`src/inc/instruction_word_decoder_cfg.svh`:
```
`ifndef INSTRUCTION_WORD_DECODER_CFG_SVH
`define INSTRUCTION_WORD_DECODER_CFG_SVH

// ============================================================
// Word layout
`define IWD_WORD_W        24
`define IWD_OPC_MSB       23
`define IWD_OPC_LSB       16
`define IWD_OPC_W         8
`define IWD_DEST_LSB      7
`define IWD_BASE_LSB      11
`define IWD_SRC_LSB       0
`define IWD_DMOD_LSB      4
`define IWD_SMOD_LSB      4
`define IWD_REG_W         4
`define IWD_MOD_W         3
`define IWD_FILE_W        13
`define IWD_FILE_LSB      0
`define IWD_DIRSEL_BIT    14
`define IWD_LIT_W         10
`define IWD_LIT_LSB       4
`define IWD_BIT_LSB       12
`define IWD_BIT_W         4
`define IWD_BITIND_BIT    15
`define IWD_ACC_BIT       15
`define IWD_WB_LSB        0
`define IWD_WB_W          2
`define IWD_XPF_LSB       2
`define IWD_YPF_LSB       7
`define IWD_PF_W          5
`define IWD_SHLIT_BIT     15
`define IWD_TBL_LSB       14
`define IWD_TBL_W         2

// Opcode class ranges: upper nibble of the opcode.
`define IWD_CLS_WORD_REG  4'h4
`define IWD_CLS_WORD_REG2 4'h5
`define IWD_CLS_FILE      4'hE
`define IWD_CLS_BIT       4'hA
`define IWD_CLS_LIT_MOV   4'h2
`define IWD_CLS_LIT_ALU   4'hB
`define IWD_CLS_MAC       4'hC
`define IWD_CLS_DSP       4'hD
`define IWD_CLS_CTRL      4'h0
`define IWD_CLS_TBL       4'h8

// The three double-word opcodes and the no-operation opcode.
`define IWD_OPC_DW0       8'h02
`define IWD_OPC_DW1       8'h04
`define IWD_OPC_DW2       8'h08
`define IWD_OPC_NOP       8'h00

// ============================================================
// Timing
`define IWD_PHASES        4
`define IWD_TCY_NS        40
`define IWD_CLK_NS        10

`endif

```
`src/inc/instruction_word_decoder_pkg.sv`:
```
package instruction_word_decoder_pkg;
    typedef enum logic [3:0] {
        CLS_NOP,
        CLS_WORD_REG,
        CLS_FILE,
        CLS_BIT,
        CLS_LIT_MOV,
        CLS_LIT_ALU,
        CLS_MAC,
        CLS_DSP,
        CLS_CTRL,
        CLS_TABLE
    } instr_class_e;

    typedef enum logic {
        FETCH_FIRST,
        FETCH_SECOND
    } fetch_state_e;
endpackage

```
`src/logic/instruction_word_decoder.sv`:
```
`include "instruction_word_decoder_cfg.svh"

// Notes on behaviour
// RULE1: Each single word is 24 bits; the top 8 bits are the opcode.
// RULE2: Exactly three opcodes take two words, 48 bits; all others take one.
// RULE3: The second word of a double-word instruction has its upper 8 bits zero.
// RULE4: A second word executed alone decodes as no operation.
// RULE5: Register word/byte ops give base, second source and destination fields.
// RULE6: File ops give file address and a selector: file or working register zero.
// RULE7: Bit ops name register or file; bit from literal or base register.
// RULE8: Literal moves give a literal and a register or file target.
// RULE9: Literal ALU uses base and literal; destination only when different.
// RULE10: MAC ops pick accumulator, multiplicands, prefetches and write-back.
// RULE11: Other DSP ops pick accumulator, operand with modifier, shift source.
// RULE12: Control ops may give a program address and a table mode.
// RULE13: One instruction cycle is four clock periods.
// RULE14: Cycle clock output is low for two phases, high for two.
// RULE15: External timer edge increments the counter 0.5 to 1.5 cycles later.
// RULE16: After a double-word opcode the next word is operand data, not decoded.
module instruction_word_decoder #(
    parameter int WORD_W = `IWD_WORD_W
) (
    input  wire logic                        mclk,
    input  wire logic                        nrst,
    input  wire logic                        clk_en,
    input  wire logic [WORD_W-1:0]           fetch_word,
    input  wire logic                        fetch_valid,
    input  wire logic                        timer_external_clock_input,
    output logic                             cycle_clock_output,
    output logic [1:0]                       quarter_phase,
    output logic                             decode_valid,
    output instruction_word_decoder_pkg::instr_class_e instr_class,
    output logic [`IWD_OPC_W-1:0]            opcode,
    output logic                             double_word,
    output logic [WORD_W-1:0]                second_word,
    output logic                             second_word_bad,
    output logic [`IWD_REG_W-1:0]            base_source_register,
    output logic [`IWD_REG_W-1:0]            second_source_register,
    output logic [`IWD_MOD_W-1:0]            source_modifier,
    output logic [`IWD_REG_W-1:0]            destination_register,
    output logic [`IWD_MOD_W-1:0]            destination_modifier,
    output logic                             dest_is_source,
    output logic [`IWD_FILE_W-1:0]           file_address,
    output logic                             dest_working_register_zero,
    output logic [`IWD_LIT_W-1:0]            literal_value,
    output logic [`IWD_BIT_W-1:0]            bit_position,
    output logic                             bit_from_register,
    output logic                             target_is_file,
    output logic                             acc_select_b,
    output logic [`IWD_PF_W-1:0]             x_prefetch,
    output logic [`IWD_PF_W-1:0]             y_prefetch,
    output logic [`IWD_WB_W-1:0]             acc_writeback,
    output logic [`IWD_REG_W-1:0]            shift_amount_register,
    output logic                             shift_from_literal,
    output logic [WORD_W-1:0]                program_address,
    output logic [`IWD_TBL_W-1:0]            table_mode,
    output logic                             timer_increment
);

    initial begin
        if (WORD_W != `IWD_WORD_W) begin
            $error("WORD_W must equal the 24-bit instruction word width");
        end
    end

    localparam int PHASE_CNT = `IWD_TCY_NS / `IWD_CLK_NS;
    initial begin
        if (PHASE_CNT != `IWD_PHASES) begin
            $error("Instruction cycle must be four clock periods");
        end
    end

    // ============================================================
    // Reset release
    logic rst_meta_q;
    logic rst_n_q;

    always_ff @(posedge mclk or negedge nrst) begin
        if (!nrst) begin
            rst_meta_q <= 1'b0;
            rst_n_q    <= 1'b0;
        end else begin
            rst_meta_q <= 1'b1;
            rst_n_q    <= rst_meta_q;
        end
    end

    // ============================================================
    // Functions
    function automatic logic is_double(input logic [`IWD_OPC_W-1:0] opc);
        return (opc == `IWD_OPC_DW0) || (opc == `IWD_OPC_DW1) || (opc == `IWD_OPC_DW2); // RULE2
    endfunction

    function automatic instruction_word_decoder_pkg::instr_class_e
        classify(input logic [`IWD_OPC_W-1:0] opc);
        instruction_word_decoder_pkg::instr_class_e c;
        c = instruction_word_decoder_pkg::CLS_CTRL;
        if (opc == `IWD_OPC_NOP) begin
            c = instruction_word_decoder_pkg::CLS_NOP;                  // RULE4
        end else begin
            unique case (opc[7:4])
                `IWD_CLS_WORD_REG, `IWD_CLS_WORD_REG2:
                    c = instruction_word_decoder_pkg::CLS_WORD_REG;
                `IWD_CLS_FILE:    c = instruction_word_decoder_pkg::CLS_FILE;
                `IWD_CLS_BIT:     c = instruction_word_decoder_pkg::CLS_BIT;
                `IWD_CLS_LIT_MOV: c = instruction_word_decoder_pkg::CLS_LIT_MOV;
                `IWD_CLS_LIT_ALU: c = instruction_word_decoder_pkg::CLS_LIT_ALU;
                `IWD_CLS_MAC:     c = instruction_word_decoder_pkg::CLS_MAC;
                `IWD_CLS_DSP:     c = instruction_word_decoder_pkg::CLS_DSP;
                `IWD_CLS_TBL:     c = instruction_word_decoder_pkg::CLS_TABLE;
                default:          c = instruction_word_decoder_pkg::CLS_CTRL;
            endcase
        end
        return c;
    endfunction

    function automatic logic [`IWD_REG_W-1:0] reg_at(input logic [WORD_W-1:0] w,
                                                     input int lsb);
        return w[lsb +: `IWD_REG_W];
    endfunction

    // ============================================================
    // Four-phase cycle and cycle clock
    logic [1:0] phase_q;

    always_ff @(posedge mclk or negedge rst_n_q) begin
        if (!rst_n_q) begin
            phase_q            <= 2'h0;
            quarter_phase      <= 2'h0;
            cycle_clock_output <= 1'b0;
        end else if (clk_en) begin
            phase_q            <= phase_q + 2'h1;                        // RULE13
            quarter_phase      <= phase_q + 2'h1;
            cycle_clock_output <= (phase_q == 2'h1) || (phase_q == 2'h2); // RULE14
        end
    end

    // ============================================================
    // Fetch sequencing
    instruction_word_decoder_pkg::fetch_state_e fetch_q;
    logic [WORD_W-1:0]                          first_q;
    logic                                       take;

    assign take = clk_en && fetch_valid;

    always_ff @(posedge mclk or negedge rst_n_q) begin
        if (!rst_n_q) begin
            fetch_q <= instruction_word_decoder_pkg::FETCH_FIRST;
            first_q <= '0;
        end else if (take) begin
            unique case (fetch_q)
                instruction_word_decoder_pkg::FETCH_FIRST: begin
                    first_q <= fetch_word;
                    if (is_double(fetch_word[`IWD_OPC_MSB:`IWD_OPC_LSB])) begin
                        fetch_q <= instruction_word_decoder_pkg::FETCH_SECOND; // RULE16
                    end
                end
                instruction_word_decoder_pkg::FETCH_SECOND:
                    fetch_q <= instruction_word_decoder_pkg::FETCH_FIRST;
            endcase
        end
    end

    // ============================================================
    // Field decode
    logic             issue;
    logic [WORD_W-1:0] w;

    assign issue = take && (fetch_q == instruction_word_decoder_pkg::FETCH_SECOND ||
                            !is_double(fetch_word[`IWD_OPC_MSB:`IWD_OPC_LSB]));
    assign w = (fetch_q == instruction_word_decoder_pkg::FETCH_SECOND) ? first_q : fetch_word;

    always_ff @(posedge mclk or negedge rst_n_q) begin
        if (!rst_n_q) begin
            decode_valid <= 1'b0;
        end else if (clk_en) begin
            decode_valid <= issue;
        end
    end

    always_ff @(posedge mclk or negedge rst_n_q) begin
        if (!rst_n_q) begin
            instr_class                <= instruction_word_decoder_pkg::CLS_NOP;
            opcode                     <= '0;
            double_word                <= 1'b0;
            second_word                <= '0;
            second_word_bad            <= 1'b0;
            base_source_register       <= '0;
            second_source_register     <= '0;
            source_modifier            <= '0;
            destination_register       <= '0;
            destination_modifier       <= '0;
            dest_is_source             <= 1'b0;
            file_address               <= '0;
            dest_working_register_zero <= 1'b0;
            literal_value              <= '0;
            bit_position               <= '0;
            bit_from_register          <= 1'b0;
            target_is_file             <= 1'b0;
            acc_select_b               <= 1'b0;
            x_prefetch                 <= '0;
            y_prefetch                 <= '0;
            acc_writeback              <= '0;
            shift_amount_register      <= '0;
            shift_from_literal         <= 1'b0;
            program_address            <= '0;
            table_mode                 <= '0;
        end else if (clk_en && issue) begin
            opcode      <= w[`IWD_OPC_MSB:`IWD_OPC_LSB];                // RULE1
            instr_class <= classify(w[`IWD_OPC_MSB:`IWD_OPC_LSB]);       // RULE4
            double_word <= (fetch_q == instruction_word_decoder_pkg::FETCH_SECOND);
            second_word <= (fetch_q == instruction_word_decoder_pkg::FETCH_SECOND)
                         ? fetch_word : '0;
            // Upper byte of a trailing word must be zero; flagged, not trapped.
            second_word_bad <= (fetch_q == instruction_word_decoder_pkg::FETCH_SECOND)
                             && (fetch_word[`IWD_OPC_MSB:`IWD_OPC_LSB] != 8'h00); // RULE3
            base_source_register   <= reg_at(w, `IWD_BASE_LSB);          // RULE5
            second_source_register <= reg_at(w, `IWD_SRC_LSB);           // RULE5
            source_modifier        <= w[`IWD_SMOD_LSB +: `IWD_MOD_W];    // RULE5
            destination_register   <= reg_at(w, `IWD_DEST_LSB);          // RULE5
            destination_modifier   <= w[`IWD_DMOD_LSB+`IWD_DEST_LSB -: `IWD_MOD_W]; // RULE5
            file_address           <= w[`IWD_FILE_LSB +: `IWD_FILE_W];   // RULE6
            dest_working_register_zero <= !w[`IWD_DIRSEL_BIT];           // RULE6
            literal_value          <= w[`IWD_LIT_LSB +: `IWD_LIT_W];     // RULE8
            bit_position           <= w[`IWD_BIT_LSB +: `IWD_BIT_W];     // RULE7
            bit_from_register      <= w[`IWD_BITIND_BIT];                // RULE7
            target_is_file         <= w[`IWD_DIRSEL_BIT];                // RULE8
            // Literal ALU writes back into the base when no separate destination is coded.
            dest_is_source <= (classify(w[`IWD_OPC_MSB:`IWD_OPC_LSB])
                               == instruction_word_decoder_pkg::CLS_LIT_ALU)
                              && (reg_at(w, `IWD_DEST_LSB) == reg_at(w, `IWD_BASE_LSB)); // RULE9
            acc_select_b           <= w[`IWD_ACC_BIT];                   // RULE10 RULE11
            x_prefetch             <= w[`IWD_XPF_LSB +: `IWD_PF_W];      // RULE10
            y_prefetch             <= w[`IWD_YPF_LSB +: `IWD_PF_W];      // RULE10
            acc_writeback          <= w[`IWD_WB_LSB +: `IWD_WB_W];       // RULE10
            shift_amount_register  <= reg_at(w, `IWD_SRC_LSB);           // RULE11
            shift_from_literal     <= w[`IWD_SHLIT_BIT];                 // RULE11
            table_mode             <= w[`IWD_TBL_LSB +: `IWD_TBL_W];     // RULE12
            program_address        <= (fetch_q == instruction_word_decoder_pkg::FETCH_SECOND)
                                    ? {fetch_word[15:0], w[7:0]} : '0;   // RULE12
        end
    end

    // ============================================================
    // External timer clock
    // Three stages; an edge counts only when the second and third agree on the new level.
    logic [2:0] tck_sync_q;
    logic       tck_level_q;

    always_ff @(posedge mclk or negedge rst_n_q) begin
        if (!rst_n_q) begin
            tck_sync_q <= 3'h0;
            tck_level_q <= 1'b0;
        end else if (clk_en) begin
            tck_sync_q <= {tck_sync_q[1:0], timer_external_clock_input};
            if (tck_sync_q[1] == tck_sync_q[2]) begin
                tck_level_q <= tck_sync_q[2];
            end
        end
    end

    // The pulse follows the qualified edge at once: waiting for a phase boundary
    // as well would push the worst case past 1.5 instruction cycles.
    always_ff @(posedge mclk or negedge rst_n_q) begin
        if (!rst_n_q) begin
            timer_increment <= 1'b0;
        end else if (clk_en) begin
            timer_increment <= tck_sync_q[1] && tck_sync_q[2] && !tck_level_q; // RULE15
        end
    end

endmodule

```
`config.mk`:
```
export PLATFORM = sky130hd
export DESIGN_NAME = instruction_word_decoder
export DESIGN_NICKNAME = d
export VERILOG_FILES = /design/src/inc/instruction_word_decoder_pkg.sv /design/src/logic/instruction_word_decoder.sv
export VERILOG_INCLUDE_DIRS = /design/src /design/src/inc
export SDC_FILE = /design/constraint.sdc
export NUM_CORES = 1
export LEC_CHECK = 0
export ABC_CLOCK_PERIOD_IN_PS = 3700
export BUFFER_PORTS_ARGS = -buffer_cell sky130_fd_sc_hd__buf_2
export CAP_MARGIN = 20
export CELL_PAD_IN_SITES_DETAIL_PLACEMENT = 1
export CELL_PAD_IN_SITES_GLOBAL_PLACEMENT = 1
export CORE_AREA = 2 2 116 118
export DETAILED_ROUTE_END_ITERATION = 10
export DIE_AREA = 0 0 118 120
export GPL_TIMING_DRIVEN = 0
export PLACE_DENSITY = 0.89
export SKIP_LAST_GASP = 1
export SYNTH_ARGS = -nofsm -noshare
export SYNTH_HDL_FRONTEND = slang
export SYNTH_SLANG_ARGS = --single-unit
```
`constraint.sdc`:
```
create_clock -name mclk -period 3.7 [get_ports mclk]
set_input_delay 0.74 -clock mclk [delete_from_list [all_inputs] [get_ports mclk]]
set_output_delay 0.74 -clock mclk [all_outputs]
set_load 0.01 [all_outputs]
```
==> impl_metrics.csv, run 1 <==
group,metric,value,unit
cts,cts_sinks,99,
critical_path,reg2reg_to,"second_word[12]$_DFFE_PN0P_",
timing,min_period_over_period,0.568,
critical_path,r2r_start,"fetch_q$_DFFE_PN0P_",
critical_path,r2r_setup_slack,1.60,ns
critical_path,arrival,2.36,ns
finish,area_growth,27.1,%
drt,drc_errors,0,
yosys,synth-seq-area-share,0.502,
yosys,synth.distinct_cells,40,
cts,clock_path_buffers,2,
timing,finalSetupTns,0,ns
timing,slew_viol_final,0,
yosys,synth_top_area_cell,"dfrtp_1",
critical_path,critPathCaptureType,"flop",
pwr,pwr-share-comb,0.353,
critical_path,cp.required,3.96,ns
finish,ff_latch_area,2480,um2
yosys,synth_xor_area_frac,0.0195,
floorplanning,die_w,118,um
timing,finClkSkew,0.0123,ns
drt,dr_total_vias,3742,
drt,drtIter0Drc,156,
placed_design,place.gp.congestion,0.743,
yosys,synthSimpleGateAreaFrac,0.0601,
placed_design,portBuffers,164,
drt,ant_nets,0,
drt,wirelength,13700,um
cts,cts_setup_buffers,0,
floorplanning,start_util,0.380,
floorplanning,dieHeight,120,um
yosys,ys_ff_latch,99,
placed_design,pre_cts_slack,1.22,ns
cts,root_buffer,"clkbuf_16",
yosys,syn_nets,452,
timing,fin_crit,2.10,ns
yosys,netlist.area_leader.share,0.502,
pwr,ir_worst_vdd,0.000276,V
pwr,p_leak,3.19,nW
run,maxCapViolCount,0,
pwr,swShare,0.329,
yosys,synthAdderAreaFrac,0.00253,
timing,layout_setup_ws,1.60,ns
yosys,synthCells,422,
global_route,grt_max_degree,61,
finish,num-fill-cells,1478,
global_route,track_usage,0.197,
yosys,yosysWarnings,0,
placed_design,place_hpwl,10300,um
pwr,p_int,2.48,mW
yosys,muxShareOfSynthArea,0.193,
critical_path,critPathKind,"flop to flop",
critical_path,start_kind,"flop",
pwr,pwr-share-clk,0.237,
pwr,seq_power_share,0.410,
finish,multi_input_area,1730,um2
timing,setup_viol,0,
min_path,hold_class,"primary input to async pin",
pwr,switchingPower,1.22,mW
timing,hold_viol_final,0,
global_route,grt_pass1_wl,21500,um
drt,vias_per_cell,4.81,
cts,cts_tree,"done",
yosys,synthTopCellsByArea,"dfrtp_1 50%, mux2_2 10%, buf_4 10%",
finish,antenna_cells,0,
drt,dr.pass1.iters,4,
cts,htreeDepth,3,
global_route,grt_antenna_before_repair,1,
drt,wl_per_cell,17.6,um
cts,numCtsBuffers,9,
floorplanning,dieArea,14200,um2
timing,worst_pin_slew,0.651,ns
critical_path,path_max_fanout,10,
finish,final_nets,628,
yosys,syn_area,4940,um2
yosys,synth_top_family_by_area,"multiplexers",
floorplanning,core-area,13000,um2
floorplanning,fp-row-count,42,
status,outcome,"completed",
cts,clk_pin_slew,0.07,ns
timing,rsz0062_at_grt,"no",
floorplanning,boundaryPins,165,
global_route,first_global_vias,3937,
cts,cts_hold_repair.buffers,0,
pwr,powerDensity,590,nW/um2
critical_path,rr_worst_depth,6,
yosys,synth_compound_area_frac,0.0743,
cts,clock_latency,0.36,ns
global_route,grt_remaining_overflow,0,
timing,relSlewSlack,0.566,
finish,drive_gt1_frac,0.545,
timing,fmax,0.476,GHz
yosys,syn_avg_cell_area,11.7,um2
cts,cts_resized,0,
-- registers in the layout, indices dropped and copies added (netlist names), 3 cells and up --
signal and flops:
first_q 24, tck_sync_q 3, destination_register 3, instr_class 4
second_word 24, second_source_register 3, program_address 8, opcode 8
base_source_register 3
-- cell usage in the layout (no fill, tap or decap), types with 2 or more instances in the layout --
cell | netlist | final
o21ai_0 | 32 | 32
buf_2 | 5 | 169
clkbuf_16 | 0 | 9
a22o_1 | 11 | 11
clkinv_2 | 0 | 3
xor2_1 | 6 | 6
nand2b_1 | 2 | 2
buf_4 | 68 | 68
dfrtp_1 | 99 | 98
o2bb2ai_1 | 2 | 2
clkbuf_1 | 10 | 10
or4_1 | 3 | 3
mux2i_1 | 9 | 9
mux2_4 | 23 | 23
xnor2_1 | 5 | 5
nand3_1 | 27 | 27
inv_1 | 29 | 29
mux2_2 | 46 | 46
nor3_1 | 2 | 2
buf_6 | 4 | 4
inv_6 | 0 | 2
o211ai_1 | 3 | 3
nor2_1 | 4 | 4
nor2b_1 | 3 | 3
nand2_1 | 11 | 11
-- final cells by class --
type	count	share of cell area
Timing Repair Buffer	165	0.135
Clock buffer	9	0.0359
Inverter	29	0.0173
Clock inverter	6	0.00638
Buffer	88	0.0991
Multi-Input combinational cell	206	0.276
Sequential cell	99	0.395
Tap cell	176	0.0351
-- power by group through the flow --
stage          clock (mW)  combinational [mW]  sequential (mW)
2_1_floorplan           0               0.756             1.57
6_report            0.878                1.31             1.52
5_1_grt             0.947                1.41             1.55
3_3_place_gp            0                1.25             1.52
4_1_cts             0.898                1.33             1.52
3_5_place_dp            0                1.32             1.54
-- metrics by stage --
step           hold WS, ns  utilization  cell area, um2  cells  power (mW)
3_5_place_dp         0.333        0.463            6010    763        2.86
2_1_floorplan        0.331            -            4940    422        2.32
6_report             0.163        0.483            6270    778        3.70
3_3_place_gp         0.338        0.461            5980    762        2.78
5_1_grt              0.144        0.483            6270    778        3.91
4_1_cts              0.151        0.483            6270    778        3.75
-- kinds of logic after synthesis --
family | Yosys count
AOI/OAI and AO/OA | 57
and+or+nand+nor | 58
buffers and inverters | 117
adders and majority gates | 1
xor gates and xnor gates | 11
DFF | 99
other | 1
muxes | 78
-- cells in the mapped netlist (all sizes together) --
| library cell | number |
|---|---|
| nor2 | 4 |
| conb | 1 |
| a22oi | 1 |
| a21o | 1 |
| a21oi | 1 |
| o2bb2ai | 2 |
| clkbuf | 10 |
| nand4b | 1 |
| a221oi | 1 |
| and2 | 1 |
| a22o | 11 |
| nand3 | 27 |
| xor2 | 6 |
| o211ai | 3 |
| o221ai | 1 |
| nand2b | 2 |
| inv | 29 |
| nand2 | 11 |
| o22ai | 1 |
| or4 | 3 |
| o31a | 1 |
| xnor2 | 5 |
| ha | 1 |
| mux2i | 9 |
| o21ai | 33 |
| buf | 78 |
| nor4 | 1 |
| nand3b | 1 |
| mux2 | 69 |
| dfrtp | 99 |
| nor2b | 3 |
| nor3 | 2 |
| o31ai | 1 |
| nand4 | 1 |
| and3 | 1 |
-- metal layers --
| layer | track usage | share of wire | vias up |
|---|---|---|---|
| met3 | 0.0528 | 0.045 | 11 |
| li1 | - | - | 1719 |
| met2 | 0.355 | 0.53 | 112 |
| met1 | 0.235 | 0.42 | 1898 |
| met4 | 0.0467 | 0.0098 | 2 |
| met5 | 0 | 0.00095 | - |
-- critical path, stage by stage, from the launching register on --
cell,delay [ns]
dfrtp_1,0.34
buf_6,0.15
buf_2,0.24
buf_1,0.51
clkbuf_1,0.48
nand3_1,0.15
o21ai_0,0.13
-- worst max path at each step --
stage / startpoint / to / depth (start not counted) / slack, ns
after floorplan: rst_n_q$_DFF_PN0_ / base_source_register[0]$_DFFE_PN0P_ / 0 / 0.74
after global placement: rst_n_q$_DFF_PN0_ / source_modifier[0]$_DFFE_PN0P_ / 0 / -0.35
after detailed placement: clk_en / second_word[12]$_DFFE_PN0P_ / 6 / 1.22
after CTS: fetch_q$_DFFE_PN0P_ / second_word[12]$_DFFE_PN0P_ / 6 / 1.59
after global routing: fetch_q$_DFFE_PN0P_ / second_word[12]$_DFFE_PN0P_ / 6 / 1.43
final: fetch_q$_DFFE_PN0P_ / second_word[12]$_DFFE_PN0P_ / 6 / 1.60
Note: power is estimated with default switching activity, not from simulation.
==> run 2: changes to the inputs <==
ABC_CLOCK_PERIOD_IN_PS = 2100   (was 3700)
clock period = 2.1 ns   (was 3.7 ns; I/O delays follow)
==> impl_metrics.csv, run 2 (synthesized netlist as in run 1, its figures left out) <==
group,metric,value,unit
critical_path,r2r_setup_slack,0.24,ns
global_route,top_usage_layer,"met2",
global_route,grt_use_met1,0.230,
critical_path,start_kind,"flop",
pwr,switchingPower,2.15,mW
drt,vias_per_cell,4.80,
finish,final_util,0.488,
finish,final_common_cell,"buf_2",
critical_path,rr_worst_depth,6,
floorplanning,fp-row-count,42,
drt,wl_per_cell,17.8,um
floorplanning,dieArea,14200,um2
timing,setup_viol,0,
pwr,swShare,0.320,
pwr,seq_power_share,0.397,
global_route,first_global_vias,4000,
pwr,pwr-share-comb,0.346,
critical_path,crit_buf_inv,4,
cts,numCtsBuffers,9,
pwr,p_int,4.57,mW
min_path,hp-start,"timer_external_clock_input",
critical_path,critPathKind,"flop to flop",
finish,drive_gt1_frac,0.548,
timing,fmax,0.538,GHz
critical_path,cp.depth,6,
finish,antenna_cells,0,
timing,finClkSkew,0.00806,ns
floorplanning,dieHeight,120,um
critical_path,critPathCaptureType,"flop",
cts,cts_tree,"done",
min_path,hold_depth,2,
cts,root_buffer,"clkbuf_16",
drt,drtIter0Drc,119,
min_path,hold_class,"primary input to flop",
cts,clock_latency,0.34,ns
global_route,grt_antenna_before_repair,1,
critical_path,crit_slowest_cell,"clkbuf_1",
critical_path,cp.required,2.37,ns
cts,cts_sinks,99,
drt,dr_total_vias,3747,
cts,clk_pin_slew,0.07,ns
finish,final_nets,629,
timing,relSlewSlack,0.590,
drt,wirelength,13900,um
pwr,p_leak,3.22,nW
global_route,grt_pass1_wl,21800,um
finish,ff_latch_area,2480,um2
cts,clock_path_buffers,2,
pwr,ir_worst_vdd,0.000388,V
finish,num-fill-cells,1468,
cts,cts_setup_buffers,0,
timing,layout_setup_ws,0.240,ns
finish,layout_common_cells,"169 x buf_2, 98 x dfrtp_1, 68 x buf_4",
drt,dr.pass1.iters,4,
timing,worst_pin_slew,0.598,ns
cts,htreeDepth,3,
critical_path,arrival,2.13,ns
drt,ant_nets,0,
critical_path,crit_chain,"buf_6 > buf_2 > clkbuf_2 > clkbuf_1 > nand3_1 > o21ai_0",
critical_path,cp_top_family,"buffers and inverters",
run,maxCapViolCount,0,
floorplanning,core-area,13000,um2
critical_path,r2r_start,"fetch_q$_DFFE_PN0P_",
placed_design,place_hpwl,10500,um
finish,top_regs,"first_q x24, second_word x24",
pwr,pwr-share-clk,0.257,
floorplanning,die_w,118,um
timing,hold_viol_final,0,
critical_path,slowest_delay,0.45,ns
global_route,track_usage,0.199,
finish,area_growth,28.3,%
global_route,globalRouteMet3Util,0.0380,
finish,multi_input_area,1730,um2
floorplanning,start_util,0.380,
global_route,grt_remaining_overflow,0,
floorplanning,boundaryPins,165,
drt,drc_errors,0,
placed_design,portBuffers,164,
timing,slew_viol_final,0,
timing,fin_crit,1.86,ns
placed_design,dp.cells,763,
global_route,grt_use_met2,0.363,
global_route,grt_max_degree,57,
timing,rsz0062_at_grt,"no",
placed_design,pre_cts_slack,-0.0619,ns
status,outcome,"completed",
timing,min_period_over_period,0.886,
pwr,powerDensity,1060,nW/um2
placed_design,place.gp.congestion,0.742,
critical_path,path_max_fanout,10,
finish,fin_cells,780,
critical_path,critPathLaunch,"fetch_q$_DFFE_PN0P_",
[run 2: timing repair]
action | in CTS | in global routing
hold buffers | 1 | 0
setup endpoints to repair | 0 | 28
gates resized for setup | 0 | 3
endpoints found under the hold margin | 2 | 0
[run 2: area by class of cell]
class | instances | area share
Buffer | 88 | 0.0986
Timing Repair Buffer | 166 | 0.135
Sequential cell | 99 | 0.392
Clock inverter | 5 | 0.00948
Tap cell | 176 | 0.0348
Clock buffer | 11 | 0.0399
Inverter | 29 | 0.0172
Multi-Input combinational cell | 206 | 0.273
[run 2: worst paths after layout]
path	endpoint
setup reg to reg	second_word[5]$_DFFE_PN0P_
setup / recovery	second_word[5]$_DFFE_PN0P_
max in group asynchronous	file_address[6]$_DFFE_PN0P_
min in group asynchronous	opcode[5]$_DFFE_PN0P_
hold / removal	tck_sync_q[0]$_DFFE_PN0P_
hold reg to reg	opcode[5]$_DFFE_PN0P_
[run 2: power by group through the flow]
stage	Sequential [mW]	Combinational [mW]	Clock (mW)
2_1_floorplan	2.76	1.33	0
3_5_place_dp	2.71	2.34	0
5_1_grt	2.74	2.50	1.86
4_1_cts	2.68	2.36	1.77
3_3_place_gp	2.68	2.21	0
6_report	2.67	2.32	1.73
[run 2: worst register-to-register path: stages, from the launching register on]
cell and delay, ns:
dfrtp_1 0.34, buf_6 0.15, buf_2 0.25, clkbuf_2 0.34, clkbuf_1 0.45, nand3_1 0.14, o21ai_0 0.10
[run 2: metrics by stage]
| stage | cell area, um2 | hold WS, ns | power, mW | TNS (ns) |
|---|---|---|---|---|
| 5_1_grt | 6330 | 0.310 | 7.10 | 0 |
| 2_1_floorplan | 4940 | 0.124 | 4.09 | 0 |
| 6_report | 6330 | 0.315 | 6.72 | 0 |
| 3_3_place_gp | 5980 | 0.205 | 4.89 | -14.39 |
| 4_1_cts | 6330 | 0.302 | 6.81 | 0 |
| 3_5_place_dp | 6010 | 0.208 | 5.06 | -0.125 |
[run 2: per-layer routing]
| metal | vias up | wire length (um) |
|---|---|---|
| li1 | 1727 | - |
| met1 | 1863 | 5440 |
| met2 | 129 | 7390 |
| met3 | 26 | 708 |
| met4 | 2 | 332 |
| met5 | - | 8 |
==> run 3: changes to the inputs <==
ABC_CLOCK_PERIOD_IN_PS = 2200   (was 2100)
CORE_AREA = 2 2 112 114   (was 2 2 116 118)
DIE_AREA = 0 0 114 116   (was 0 0 118 120)
PLACE_DENSITY = 0.94   (was 0.89)
clock period = 2.2 ns   (was 2.1 ns; I/O delays follow)
==> impl_metrics.csv, run 3 (synthesized netlist as in run 1, its figures left out) <==
group,metric,value,unit
status,outcome,"completed",
global_route,grt_antenna_before_repair,0,
min_path,hold_class,"primary input to flop",
pwr,seq_power_share,0.385,
timing,worst_pin_slew,0.636,ns
critical_path,rr_worst_depth,6,
floorplanning,start_util,0.414,
drt,vias_per_cell,5.02,
cts,clock_path_buffers,2,
timing,fmax,0.501,GHz
cts,cts_sinks,99,
timing,relSlewSlack,0.564,
drt,wl_per_cell,18.5,um
drt,dr_total_vias,3768,
timing,rsz0062_at_grt,"no",
min_path,hp-start,"timer_external_clock_input",
critical_path,arrival,2.20,ns
drt,ant_nets,0,
critical_path,crit_slowest_cell,"o31ai_2",
global_route,grt_use_met1,0.262,
floorplanning,core-area,11900,um2
timing,finClkSkew,0.00624,ns
run,maxCapViolCount,0,
timing,hold_viol_final,0,
pwr,powerDensity,1040,nW/um2
min_path,hold_depth,2,
critical_path,crit_chain,"buf_2 > o21ai_0 > o21ai_1 > o31ai_2 > buf_2 > o21ai_0",
floorplanning,dieHeight,116,um
critical_path,critPathKind,"primary input to flop",
timing,min_period_over_period,0.908,
critical_path,start_kind,"primary input",
global_route,globalRouteMet3Util,0.0340,
drt,drc_errors,0,
cts,htreeDepth,3,
pwr,p_int,4.56,mW
timing,layout_setup_ws,0.203,ns
finish,final_common_cell,"buf_2",
pwr,p_leak,3.24,nW
critical_path,r2r_start,"fetch_q$_DFFE_PN0P_",
pwr,ir_worst_vdd,0.000472,V
cts,clk_pin_slew,0.07,ns
drt,dr.pass1.iters,4,
finish,antenna_cells,0,
global_route,grt_max_degree,57,
placed_design,pre_cts_slack,-0.0719,ns
critical_path,slowest_delay,0.61,ns
finish,area_growth,28.3,%
finish,top_regs,"first_q x24, second_word x24",
pwr,switchingPower,2.05,mW
cts,numCtsBuffers,9,
critical_path,critPathCaptureType,"flop",
floorplanning,dieArea,13200,um2
placed_design,dpl-instance-area,5970,um2
global_route,first_global_vias,4033,
drt,drtIter0Drc,119,
critical_path,r2r_setup_slack,0.28,ns
critical_path,cp.required,2.41,ns
global_route,grt_pass1_wl,21900,um
finish,finish.instance_area,6340,um2
timing,setup_viol,0,
global_route,grt_use_met2,0.393,
placed_design,place_hpwl,10200,um
global_route,top_usage_layer,"met2",
cts,root_buffer,"clkbuf_16",
cts,cts_tree,"done",
critical_path,reg2reg_to,"second_word[5]$_DFFE_PN0P_",
global_route,grt_remaining_overflow,0,
min_path,holdPathEnd,"tck_sync_q[0]$_DFFE_PN0P_",
floorplanning,fp-row-count,40,
drt,wirelength,13900,um
finish,layout_common_cells,"169 x buf_2, 98 x dfrtp_1, 68 x buf_4",
placed_design,portBuffers,164,
finish,num-fill-cells,1334,
floorplanning,die_w,114,um
timing,fin_crit,2.00,ns
critical_path,path_max_fanout,10,
timing,slew_viol_final,0,
pwr,swShare,0.310,
finish,final_util,0.532,
finish,final_nets,629,
pwr,pwr-share-comb,0.334,
cts,clock_latency,0.34,ns
finish,drive_gt1_frac,0.548,
pwr,pwr-share-clk,0.280,
floorplanning,boundaryPins,165,
placed_design,place.gp.congestion,0.776,
global_route,track_usage,0.215,
-- run 3: cell types whose count changed in the layout (fill, tap and decap cells not counted) --
cell       previous run  this run
clkinv_4              1         0
bufinv_16             1         3
clkbuf_8              2         1
-- run 3: routing by layer --
layer,part of all wire,vias up
li1,-,1726
met1,0.42,1909
met2,0.52,116
met3,0.046,17
met4,0.014,0
met5,0,-
-- run 3: worst max path at each step --
| stage | slack [ns] | from | end | cells after the start |
|---|---|---|---|---|
| finish | 0.20 | fetch_word[17] | decode_valid$_DFFE_PN0P_ | 6 |
| global route | 0.11 | fetch_word[17] | decode_valid$_DFFE_PN0P_ | 6 |
| CTS | 0.09 | fetch_q$_DFFE_PN0P_ | second_word[9]$_DFFE_PN0P_ | 6 |
| detailed placement | -0.07 | fetch_word[17] | decode_valid$_DFFE_PN0P_ | 6 |
| global placement | -0.03 | rst_n_q$_DFF_PN0_ | source_modifier[0]$_DFFE_PN0P_ | 0 |
| floorplan | 0.47 | fetch_q$_DFFE_PN0P_ | bit_position[3]$_DFFE_PN0P_ | 5 |
-- run 3: power by group through the flow --
| stage | Clock, mW | Combinational [mW] | Sequential, mW |
|---|---|---|---|
| final | 1.85 | 2.21 | 2.55 |
| after global routing | 1.95 | 2.40 | 2.61 |
| after CTS | 1.87 | 2.24 | 2.56 |
| after detailed placement | 0 | 2.22 | 2.59 |
| after global placement | 0 | 2.10 | 2.56 |
| after floorplan | 0 | 1.27 | 2.63 |
-- run 3: layout make-up --
| type | count | area, um2 | share of cell area |
|---|---|---|---|
| repair buffers | 166 | 858 | 0.135 |
| clock inverters | 6 | 111 | 0.0176 |
| clock buffers | 10 | 239 | 0.0377 |
| multi-input cells | 206 | 1730 | 0.273 |
| plain buffers | 88 | 624 | 0.0985 |
| well taps | 147 | 184 | 0.0290 |
| flip-flops and latches | 99 | 2480 | 0.392 |
| inverters | 29 | 109 | 0.0172 |
-- run 3: repair_timing --
action	in CTS	in global routing
endpoints found under the hold margin	2	0
resized for setup	0	3
setup buffers	0	0
hold buffers	1	0
setup endpoints to repair	0	11
-- run 3: critical path, delay by kind of cell --
family	cells	cell delay, ns
AOI/OAI and AO/OA	4	1.21
buffers and inverters	2	0.55
-- run 3: metrics by stage --
step                      TNS (ns)  std cells  hold WS (ns)  total power, mW
final                            0        751         0.331             6.61
after global routing             0        751         0.325             6.96
after CTS                        0        751         0.318             6.67
after detailed placement    -0.219        734         0.228             4.80
after global placement       -2.43        733         0.225             4.66
after floorplan                  0        422         0.144             3.91
